===== src/design/eisc_pkg.sv =====
// Constants and types shared by the external interrupt sensitivity block.
// Assumes an 8-bit register port and a single core clock.
`default_nettype none

package eisc_pkg;

   // ----------------------------------------------------------------
   // Sizes
   // ----------------------------------------------------------------
   localparam int NUM_LINES = 4;
   localparam int FIELD_W   = 2;
   localparam int DATA_W    = 8;
   localparam int ADDR_W    = 2;
   localparam int NUM_SRC   = 8;

   // ----------------------------------------------------------------
   // Register offsets
   // ----------------------------------------------------------------
   localparam logic [ADDR_W-1:0] ADDR_EDGE_CONFIG = 2'h0;
   localparam logic [ADDR_W-1:0] ADDR_PIN_SELECT  = 2'h1;
   localparam logic [ADDR_W-1:0] ADDR_IRQ_STATUS  = 2'h2;
   localparam logic [ADDR_W-1:0] ADDR_IRQ_MASK    = 2'h3;

   // ----------------------------------------------------------------
   // Reset values
   // ----------------------------------------------------------------
   localparam logic [DATA_W-1:0]    EDGE_CONFIG_RST = 8'h00;
   localparam logic [DATA_W-1:0]    PIN_SELECT_RST  = 8'h00;
   localparam logic [NUM_LINES-1:0] IRQ_STATUS_RST  = 4'h0;
   localparam logic [NUM_LINES-1:0] IRQ_MASK_RST    = 4'h0;
   localparam logic [DATA_W-1:0]    RDATA_NONE      = 8'h00;

   // ----------------------------------------------------------------
   // Sensitivity modes, one per field
   // ----------------------------------------------------------------
   typedef enum logic [FIELD_W-1:0] {
      SENSE_FALL_LOW = 2'h0,
      SENSE_RISE     = 2'h1,
      SENSE_FALL     = 2'h2,
      SENSE_BOTH     = 2'h3
   } eisc_sense_e;

   // ----------------------------------------------------------------
   // Pin selection codes
   // ----------------------------------------------------------------
   localparam logic [FIELD_W-1:0] SEL_NONE  = 2'h0;
   localparam logic [FIELD_W-1:0] SEL_PIN_A = 2'h1;
   localparam logic [FIELD_W-1:0] SEL_PIN_B = 2'h2;
   localparam logic [FIELD_W-1:0] SEL_PIN_C = 2'h3;

   // ----------------------------------------------------------------
   // Port bit positions and synchronised source slots
   // ----------------------------------------------------------------
   localparam int PB0_BIT = 0;
   localparam int PB1_BIT = 1;
   localparam int PB2_BIT = 2;
   localparam int PB3_BIT = 3;
   localparam int PB5_BIT = 5;
   localparam int PB6_BIT = 6;
   localparam int PA7_BIT = 7;
   localparam int PA0_BIT = 0;

   localparam int SRC_PB0 = 0;
   localparam int SRC_PB1 = 1;
   localparam int SRC_PB2 = 2;
   localparam int SRC_PB3 = 3;
   localparam int SRC_PB5 = 4;
   localparam int SRC_PB6 = 5;
   localparam int SRC_PA7 = 6;
   localparam int SRC_PA0 = 7;

   localparam int LINE0 = 0;
   localparam int LINE1 = 1;
   localparam int LINE2 = 2;
   localparam int LINE3 = 3;

endpackage : eisc_pkg

`default_nettype wire


===== src/design/eisc_edge.sv =====
// Two-stage synchroniser and edge finder for one external pin.
// Assumes the pin may change at any time relative to CLK.
`timescale 1ns/10ps
`default_nettype none

module eisc_edge
   import eisc_pkg::*;
(
   input  wire logic CLK,
   input  wire logic RESET,
   input  wire logic pin,
   output logic      rise,
   output logic      fall,
   output logic      low
);

   logic meta_r;
   logic sync_r;
   logic prev_r;

   // ----------------------------------------------------------------
   // Synchroniser; first stage feeds only the second
   // ----------------------------------------------------------------
   always_ff @(posedge CLK) begin
      if (RESET) begin
         meta_r <= 1'b1;
         sync_r <= 1'b1;
         prev_r <= 1'b1;
      end else begin
         meta_r <= pin;
         sync_r <= meta_r;
         prev_r <= sync_r;
      end
   end

   // Idle high after reset so a held-high pin gives no false rise edge
   assign rise = sync_r & ~prev_r;
   assign fall = ~sync_r & prev_r;
   assign low  = ~sync_r;

endmodule : eisc_edge

`default_nettype wire


===== src/design/eisc_sense.sv =====
// Sensitivity decode for one interrupt line.
// Assumes edge flags from a synchronised source and a valid connect flag.
`timescale 1ns/10ps
`default_nettype none

module eisc_sense
   import eisc_pkg::*;
(
   input  wire logic               connected,
   input  wire logic [FIELD_W-1:0] mode,
   input  wire logic               rise,
   input  wire logic               fall,
   input  wire logic               low,
   output logic                    event_hit
);

   logic hit;

   // ----------------------------------------------------------------
   // Mode decode
   // ----------------------------------------------------------------
   always_comb begin
      hit = 1'b0;
      case (eisc_sense_e'(mode))
         SENSE_FALL_LOW: hit = fall | low;
         SENSE_RISE:     hit = rise;
         SENSE_FALL:     hit = fall;
         SENSE_BOTH:     hit = rise | fall;
         default:        hit = 1'b0;
      endcase
   end

   assign event_hit = connected & hit;

endmodule : eisc_sense

`default_nettype wire


===== src/design/eisc_top.sv =====
// External interrupt sensitivity controller, four lines, one level IRQ.
// Assumes a register port with one-cycle strobes and the core's I bit as an input.
`timescale 1ns/10ps
`default_nettype none

module eisc_top
   import eisc_pkg::*;
(
   input  wire logic              CLK,
   input  wire logic              RESET,
   input  wire logic [7:0]        PORT_A,
   input  wire logic [6:0]        PORT_B,
   input  wire logic              CORE_IMASK,
   input  wire logic [ADDR_W-1:0] ADDR,
   input  wire logic [DATA_W-1:0] WDATA,
   input  wire logic              WR_STB,
   input  wire logic              RD_STB,
   output logic      [DATA_W-1:0] RDATA,
   output logic      [NUM_LINES-1:0] LINE_PEND,
   output logic                   IRQ
);

   // ----------------------------------------------------------------
   // Declarations
   // ----------------------------------------------------------------
   logic [DATA_W-1:0]    ext_irq_edge_config_r;
   logic [DATA_W-1:0]    ext_pin_select_reg_r;
   logic [NUM_LINES-1:0] irq_status_r;
   logic [NUM_LINES-1:0] irq_status_nxt;
   logic [NUM_LINES-1:0] irq_mask_r;
   logic [DATA_W-1:0]    rdata_r;
   logic [DATA_W-1:0]    rdata_nxt;
   logic                 irq_r;
   logic [NUM_LINES-1:0] line_pend_r;
   logic [NUM_LINES-1:0] pend_nxt;

   logic [NUM_SRC-1:0]   src_pin;
   logic [NUM_SRC-1:0]   src_rise;
   logic [NUM_SRC-1:0]   src_fall;
   logic [NUM_SRC-1:0]   src_low;

   logic [NUM_LINES-1:0] line_rise;
   logic [NUM_LINES-1:0] line_fall;
   logic [NUM_LINES-1:0] line_low;
   logic [NUM_LINES-1:0] line_conn;
   logic [NUM_LINES-1:0] line_event;

   logic [FIELD_W-1:0]   line3_sense_sel;
   logic [FIELD_W-1:0]   line2_sense_sel;
   logic [FIELD_W-1:0]   line1_sense_sel;
   logic [FIELD_W-1:0]   line0_sense_sel;
   logic [FIELD_W-1:0]   sel3;
   logic [FIELD_W-1:0]   sel2;
   logic [FIELD_W-1:0]   sel1;
   logic [FIELD_W-1:0]   sel0;
   logic [NUM_LINES-1:0][FIELD_W-1:0] line_mode;

   logic                 wr_edge_config;
   logic                 wr_pin_select;
   logic                 wr_irq_mask;
   logic                 cfg_wr_ok;
   logic                 rd_edge_config;
   logic                 rd_pin_select;
   logic                 rd_irq_status;
   logic                 rd_irq_mask;

   // ----------------------------------------------------------------
   // Field views
   // ----------------------------------------------------------------
   assign line3_sense_sel = ext_irq_edge_config_r[LINE3*FIELD_W +: FIELD_W];
   assign line2_sense_sel = ext_irq_edge_config_r[LINE2*FIELD_W +: FIELD_W];
   assign line1_sense_sel = ext_irq_edge_config_r[LINE1*FIELD_W +: FIELD_W];
   assign line0_sense_sel = ext_irq_edge_config_r[LINE0*FIELD_W +: FIELD_W];

   // One mode per line, so the decode loop below indexes by line number
   assign line_mode = {line3_sense_sel, line2_sense_sel, line1_sense_sel, line0_sense_sel};

   assign sel3 = ext_pin_select_reg_r[LINE3*FIELD_W +: FIELD_W];
   assign sel2 = ext_pin_select_reg_r[LINE2*FIELD_W +: FIELD_W];
   assign sel1 = ext_pin_select_reg_r[LINE1*FIELD_W +: FIELD_W];
   assign sel0 = ext_pin_select_reg_r[LINE0*FIELD_W +: FIELD_W];

   // ----------------------------------------------------------------
   // Address decode
   // ----------------------------------------------------------------
   always_comb begin
      wr_edge_config = 1'b0;
      wr_pin_select  = 1'b0;
      wr_irq_mask    = 1'b0;
      if (WR_STB && ADDR == ADDR_EDGE_CONFIG) begin
         wr_edge_config = 1'b1;
      end else if (WR_STB && ADDR == ADDR_PIN_SELECT) begin
         wr_pin_select = 1'b1;
      end else if (WR_STB && ADDR == ADDR_IRQ_MASK) begin
         wr_irq_mask = 1'b1;
      end
   end

   // Reads decoded once; the status clear and the read mux share them
   always_comb begin
      rd_edge_config = 1'b0;
      rd_pin_select  = 1'b0;
      rd_irq_status  = 1'b0;
      rd_irq_mask    = 1'b0;
      if (RD_STB && ADDR == ADDR_EDGE_CONFIG) begin
         rd_edge_config = 1'b1;
      end else if (RD_STB && ADDR == ADDR_PIN_SELECT) begin
         rd_pin_select = 1'b1;
      end else if (RD_STB && ADDR == ADDR_IRQ_STATUS) begin
         rd_irq_status = 1'b1;
      end else if (RD_STB && ADDR == ADDR_IRQ_MASK) begin
         rd_irq_mask = 1'b1;
      end
   end

   // A refused write leaves no trace; software sees it only by reading back
   assign cfg_wr_ok = wr_edge_config && CORE_IMASK;

   // ----------------------------------------------------------------
   // Source pins, each synchronised before selection
   // ----------------------------------------------------------------
   // Edges are found per pin, not per line, so changing the selection
   // never manufactures an edge out of two different pins.
   always_comb begin
      src_pin          = '0;
      src_pin[SRC_PB0] = PORT_B[PB0_BIT];
      src_pin[SRC_PB1] = PORT_B[PB1_BIT];
      src_pin[SRC_PB2] = PORT_B[PB2_BIT];
      src_pin[SRC_PB3] = PORT_B[PB3_BIT];
      src_pin[SRC_PB5] = PORT_B[PB5_BIT];
      src_pin[SRC_PB6] = PORT_B[PB6_BIT];
      src_pin[SRC_PA7] = PORT_A[PA7_BIT];
      src_pin[SRC_PA0] = PORT_A[PA0_BIT];
   end

   genvar gs;
   generate
      for (gs = 0; gs < NUM_SRC; gs = gs + 1) begin : g_src
         eisc_edge u_edge (
            .CLK   (CLK),
            .RESET (RESET),
            .pin   (src_pin[gs]),
            .rise  (src_rise[gs]),
            .fall  (src_fall[gs]),
            .low   (src_low[gs])
         );
      end
   endgenerate

   // ----------------------------------------------------------------
   // Pin selection per line
   // ----------------------------------------------------------------
   always_comb begin
      line_rise = '0;
      line_fall = '0;
      line_low  = '0;
      line_conn = '0;
      // Line three: PB0 is its first pin; code zero connects no pin
      case (sel3)
         SEL_PIN_A: begin
            line_rise[LINE3] = src_rise[SRC_PB0];
            line_fall[LINE3] = src_fall[SRC_PB0];
            line_low[LINE3]  = src_low[SRC_PB0];
            line_conn[LINE3] = 1'b1;
         end
         SEL_PIN_B: begin
            line_rise[LINE3] = src_rise[SRC_PB1];
            line_fall[LINE3] = src_fall[SRC_PB1];
            line_low[LINE3]  = src_low[SRC_PB1];
            line_conn[LINE3] = 1'b1;
         end
         SEL_PIN_C: begin
            line_rise[LINE3] = src_rise[SRC_PB2];
            line_fall[LINE3] = src_fall[SRC_PB2];
            line_low[LINE3]  = src_low[SRC_PB2];
            line_conn[LINE3] = 1'b1;
         end
         default: line_conn[LINE3] = 1'b0;
      endcase
      // Line two: PB3 is its first pin; code zero connects no pin
      case (sel2)
         SEL_PIN_A: begin
            line_rise[LINE2] = src_rise[SRC_PB3];
            line_fall[LINE2] = src_fall[SRC_PB3];
            line_low[LINE2]  = src_low[SRC_PB3];
            line_conn[LINE2] = 1'b1;
         end
         SEL_PIN_B: begin
            line_rise[LINE2] = src_rise[SRC_PB5];
            line_fall[LINE2] = src_fall[SRC_PB5];
            line_low[LINE2]  = src_low[SRC_PB5];
            line_conn[LINE2] = 1'b1;
         end
         SEL_PIN_C: begin
            line_rise[LINE2] = src_rise[SRC_PB6];
            line_fall[LINE2] = src_fall[SRC_PB6];
            line_low[LINE2]  = src_low[SRC_PB6];
            line_conn[LINE2] = 1'b1;
         end
         default: line_conn[LINE2] = 1'b0;
      endcase
      // Lines one and zero have a single pin each; any non-zero code connects it
      if (sel1 != SEL_NONE) begin
         line_rise[LINE1] = src_rise[SRC_PA7];
         line_fall[LINE1] = src_fall[SRC_PA7];
         line_low[LINE1]  = src_low[SRC_PA7];
         line_conn[LINE1] = 1'b1;
      end
      if (sel0 != SEL_NONE) begin
         line_rise[LINE0] = src_rise[SRC_PA0];
         line_fall[LINE0] = src_fall[SRC_PA0];
         line_low[LINE0]  = src_low[SRC_PA0];
         line_conn[LINE0] = 1'b1;
      end
   end

   // ----------------------------------------------------------------
   // Sensitivity decode per line
   // ----------------------------------------------------------------
   genvar gl;
   generate
      for (gl = 0; gl < NUM_LINES; gl = gl + 1) begin : g_line
         eisc_sense u_sense (
            .connected (line_conn[gl]),
            .mode      (line_mode[gl]),
            .rise      (line_rise[gl]),
            .fall      (line_fall[gl]),
            .low       (line_low[gl]),
            .event_hit (line_event[gl])
         );
      end
   endgenerate

   // ----------------------------------------------------------------
   // Sensitivity register
   // ----------------------------------------------------------------
   always_ff @(posedge CLK) begin
      if (RESET) begin
         ext_irq_edge_config_r <= EDGE_CONFIG_RST;
      end else if (cfg_wr_ok) begin
         ext_irq_edge_config_r <= WDATA;
      end
   end

   // ----------------------------------------------------------------
   // Pin selection register
   // ----------------------------------------------------------------
   always_ff @(posedge CLK) begin
      if (RESET) begin
         ext_pin_select_reg_r <= PIN_SELECT_RST;
      end else if (wr_pin_select) begin
         // Not gated by the core mask; only the sensitivity field is protected
         ext_pin_select_reg_r <= WDATA;
      end
   end

   // ----------------------------------------------------------------
   // Interrupt status and mask
   // ----------------------------------------------------------------
   // A new event in the cycle of the clearing read wins, so nothing is lost.
   // In level mode the bit simply re-sets every cycle the pin stays low.
   always_comb begin
      irq_status_nxt = irq_status_r;
      if (rd_irq_status) begin
         irq_status_nxt = '0;
      end
      irq_status_nxt = irq_status_nxt | line_event;
   end

   always_ff @(posedge CLK) begin
      if (RESET) begin
         irq_status_r <= IRQ_STATUS_RST;
      end else begin
         irq_status_r <= irq_status_nxt;
      end
   end

   always_ff @(posedge CLK) begin
      if (RESET) begin
         irq_mask_r <= IRQ_MASK_RST;
      end else if (wr_irq_mask) begin
         irq_mask_r <= WDATA[NUM_LINES-1:0];
      end
   end

   // ----------------------------------------------------------------
   // Interrupt output
   // ----------------------------------------------------------------
   // Taken from the next status so the output does not lag the flag by a cycle
   assign pend_nxt = irq_status_nxt & irq_mask_r;

   always_ff @(posedge CLK) begin
      if (RESET) begin
         line_pend_r <= IRQ_STATUS_RST;
         irq_r       <= 1'b0;
      end else begin
         line_pend_r <= pend_nxt;
         irq_r       <= |pend_nxt;
      end
   end

   // ----------------------------------------------------------------
   // Read data, one cycle after the strobe
   // ----------------------------------------------------------------
   always_comb begin
      rdata_nxt = RDATA_NONE;
      if (rd_edge_config) begin
         rdata_nxt = ext_irq_edge_config_r;
      end else if (rd_pin_select) begin
         rdata_nxt = ext_pin_select_reg_r;
      end else if (rd_irq_status) begin
         rdata_nxt = {{(DATA_W-NUM_LINES){1'b0}}, irq_status_r};
      end else if (rd_irq_mask) begin
         rdata_nxt = {{(DATA_W-NUM_LINES){1'b0}}, irq_mask_r};
      end
   end

   always_ff @(posedge CLK) begin
      if (RESET) begin
         rdata_r <= RDATA_NONE;
      end else begin
         rdata_r <= rdata_nxt;
      end
   end

   assign RDATA     = rdata_r;
   assign LINE_PEND = line_pend_r;
   assign IRQ       = irq_r;

endmodule : eisc_top

`default_nettype wire


===== config.mk =====
export PLATFORM = sky130hd
export DESIGN_NAME = eisc_top
export DESIGN_NICKNAME = d
export VERILOG_FILES = /design/src/design/eisc_pkg.sv /design/src/design/eisc_edge.sv /design/src/design/eisc_sense.sv /design/src/design/eisc_top.sv
export SDC_FILE = /design/constraint.sdc
export NUM_CORES = 1
export LEC_CHECK = 0
export BUFFER_PORTS_ARGS = -buffer_cell sky130_fd_sc_hd__buf_2
export CAP_MARGIN = 40
export CORE_MARGIN = 5
export CORE_UTILIZATION = 51
export CTS_CLUSTER_DIAMETER = 30
export DETAILED_ROUTE_END_ITERATION = 7
export PLACE_DENSITY = 0.76
export SKIP_LAST_GASP = 1
export SYNTH_ARGS = -nofsm -noshare
export SYNTH_HDL_FRONTEND = slang
export SYNTH_HIERARCHICAL = 1
export SYNTH_SLANG_ARGS = --single-unit

===== constraint.sdc =====
create_clock -name CLK -period 1.9 [get_ports CLK]
set_input_delay 0.285 -clock CLK [delete_from_list [all_inputs] [get_ports CLK]]
set_output_delay 0.285 -clock CLK [all_outputs]
set_load 0.005 [all_outputs]

==> flow_summary_export.csv <==
group,metric,value,unit
sta,tightest_slew,496,ps
final_layout,drive_above_1_share,28.6,%
global_routing,met2_usage,25.4,%
route,drt_iter0_markers,78,
placement,place.port_buffers,35,
job,cap_violations,0,
power,pwr_density_cell,770,nW/um^2
setup_path,ff2ff_path_depth,8,
clock_network,clock-sinks,61,
sta,setup_slack,-46.8,ps
min_path,hp-class,"primary input to flop",
global_routing,busiest_layer,"met2",
outcome,status,"finished, violations left",
yosys,synth_top_area_share,43.7,%
setup_path,r2r-start,"g_src[2].u_edge/prev_r",
final_layout,final_cells,401,
final_layout,area_growth,18.6,%
placement,dpl-instance-area,3040,sq um
floorplanning,dieArea,7060,sq um
placement,pre_cts_slack,-69.3,ps
yosys,ys_types,26,
placement,placed_cells,383,
sta,rsz0062_at_grt,"true",
floorplanning,start_util,51.7,%
placement,dpl.hpwl,3670,um
sta,tns,-46.8,ps
clock_network,cts_hold_buf,0,
yosys,netlist_instances,277,
setup_path,arrival,2160,ps
sta,setup_viol,1,
route,drtPass1Iterations,4,
floorplanning,placementRows,27,
setup_path,path_max_fanout,3,
setup_path,worst-path-buf-inv,0,
global_routing,use_met3,4.44,%
final_layout,fillers,471,
global_routing,grt_max_degree,26,
sta,period_minus_slack,1950,ps
setup_path,crit_type,"flop to flop",
setup_path,worstPathRequired,2110,ps
yosys,ys_seq_elements,61,
setup_path,endpoint,"IRQ",
route,via_per_inst,4.95,
final_layout,final_common_cell,"dfxtp_1",
global_routing,track_usage,15.7,%
clock_network,cts.clk_slew.worst_paths,60,ps
floorplanning,fp.dieH,84,um
route,antenna_left,0,
power,p_sw,0.593,mW
clock_network,cts_tree,"yes",
yosys,postSynthAreaPerCell,10.1,sq um
yosys,synth-seq-area-share,43.7,%
clock_network,root_buffer,"clkbuf_8",
clock_network,clkLatencyLatePin,330,ps
power,p_seq_share,52.6,%
power,clock_power_share,39.5,%
route,wire_per_inst,13.1,um
sta,clock_skew,6.64,ps
yosys,synth_top_area_cell,"dfxtp_1",
route,drt-total-wl,5250,um
sta,slew_headroom,66.9,%
floorplanning,die_w,84,um
yosys,netlist_area,2790,sq um
final_layout,finish.utilization,61.3,%
setup_path,critPathTopFamily,"compound AO/OA/AOI/OAI gates",
setup_path,r2r_end,"IRQ",
setup_path,crit_path_start,"g_src[2].u_edge/prev_r",
final_layout,final_area,3310,sq um
clock_network,clockBufferDepth,2,
yosys,ys_top_cells_by_area,"dfxtp_1 (44%), mux2i_1 (11%), ha_1 (5.4%)",
floorplanning,core-area,5410,sq um
clock_network,cts-buffers-inserted,9,
global_routing,overflow,0,
setup_path,crit_chain,"nor2b_1 -> mux2_2 -> a22o_1 -> a221oi_2 -> a311oi_2 -> o21ba_2 -> o311ai_2 -> nand4_1",
sta,fin_crit_sh,102,%
final_layout,final_cell_mix,"dfxtp_1 (55), nor2_1 (38), buf_2 (35)",
final_layout,fin_nets,366,
power,ir_drop,487,uV
sta,holdWs,128,ps
global_routing,grtUsageMet1,18.9,%
global_routing,antenna_found_initial,0,
sta,max_freq,0.514,GHz
power,comb_power_share,7.9,%
setup_path,cp-start-kind,"flop",
route,drc_errors,0,
setup_path,reg2reg_slack,-50,ps
placement,gp_congestion,0.798,
route,route.vias.total,1984,
final_layout,antennaDiodeCount,0,
setup_path,slowest_stage,"dfxtp_2",
power,intPower,1.96,mW
outcome,violations,"setup timing",
yosys,synth_nets,319,
yosys,yosysWarnings,6,
setup_path,worst-path-stages,8,
setup_path,end_kind,"flop",
sta,slew_viol_final,0,
clock_network,cts.htree.levels,3,
power,p_leak,1.52,nW
global_routing,grt_pass1_vias,1918,
power,p_total,2.55,mW
power,swShare,23.2,%
sta,timing_hold_violations_final,0,
global_routing,grt_pass1_wl,8740,um
setup_path,slowest_delay,320,ps
floorplanning,io_pins,43,
## cell families after synthesis
| group | synth area share, % |
|---|---|
| flops | 43.7 |
| compound gates | 11.0 |
| simple gates | 19.5 |
| fa+ha+maj | 5.38 |
| mux | 13.9 |
| buf+inv | 6.45 |
## repair_timing
action / 4_1_cts / 5_1_grt
gates cloned: 0 / 0
setup buffers: 0 / 2
resized for setup: 6 / 15
pin swaps: 3 / 6
setup endpoints to repair: 3 / 5
## synthesized netlist by cell type
| cell | n |
|---|---|
| dfxtp_1 | 61 |
| nor2_1 | 38 |
| mux2i_1 | 32 |
| inv_1 | 30 |
| nor2b_1 | 24 |
| or2_1 | 24 |
| ha_1 | 12 |
| a22o_1 | 6 |
| mux2_2 | 6 |
| buf_6 | 5 |
| a2111oi_2 | 4 |
| a21oi_1 | 4 |
| a221oi_1 | 4 |
| a311oi_1 | 4 |
| o21ba_2 | 4 |
| o311ai_2 | 4 |
| clkbuf_1 | 3 |
| or2_2 | 3 |
| nand3b_1 | 2 |
| nand2_2 | 1 |
| nand2b_1 | 1 |
| nand3_1 | 1 |
| nand4_1 | 1 |
| nor4bb_4 | 1 |
| or2b_4 | 1 |
| or3b_1 | 1 |
## sequential cells by signal, summed over array words and instances (netlist names)
register               count
RDATA                      8
g_src.u_edge/sync_r        8
ext_irq_edge_config_r      8
g_src.u_edge/prev_r        8
irq_mask_r                 4
LINE_PEND                  4
ext_pin_select_reg_r       8
IRQ                        1
irq_status_r               4
g_src.u_edge/meta_r        8
## area by class of cell
| class | count | area (sq um) | share of cell area (%) |
|---|---|---|---|
| Multi-Input combinational cell | 178 | 1470 | 44.2 |
| Tap cell | 72 | 90.1 | 2.72 |
| Clock inverter | 1 | 5.00 | 0.151 |
| Inverter | 30 | 113 | 3.40 |
| Clock buffer | 15 | 166 | 5.02 |
| Sequential cell | 61 | 1230 | 37.2 |
| Timing Repair Buffer | 44 | 243 | 7.33 |
## per-layer routing
layer / vias to the layer above / share of wire (%) / wire length [um]
li1: 1015 / - / -
met1: 926 / 45 / 2340
met2: 34 / 49 / 2560
met3: 9 / 4.4 / 230
met4: 0 / 2.3 / 121
met5: - / 0 / 0
## power groups by stage
| stage | combinational [mW] | sequential [mW] | clock (mW) |
|---|---|---|---|
| detailed placement | 0.191 | 1.37 | 0 |
| global placement | 0.187 | 1.37 | 0 |
| global route | 0.223 | 1.35 | 1.09 |
| floorplan | 0.132 | 1.36 | 0 |
| finish | 0.202 | 1.34 | 1.01 |
| CTS | 0.195 | 1.34 | 1.03 |
## worst register-to-register path, stage by stage, from the launching register on
cell      delay (ps)
dfxtp_2          320
nor2b_1          110
mux2_2           260
a22o_1           260
a221oi_2         300
a311oi_2         120
o21ba_2          240
o311ai_2          90
nand4_1          120
## worst min-delay path by stage
stage,cells after the start,startpoint,slack (ps),end
2_1_floorplan,1,RESET,380,g_src[0].u_edge/meta_r
3_5_place_dp,1,g_src[7].u_edge/meta_r,390,g_src[7].u_edge/sync_r
3_3_place_gp,1,g_src[7].u_edge/meta_r,390,g_src[7].u_edge/sync_r
6_report,2,PORT_A[0],130,g_src[7].u_edge/meta_r
4_1_cts,2,PORT_B[3],110,g_src[3].u_edge/meta_r
5_1_grt,2,PORT_B[2],120,g_src[2].u_edge/meta_r
No activity file was read; power rests on OpenSTA's default activity.
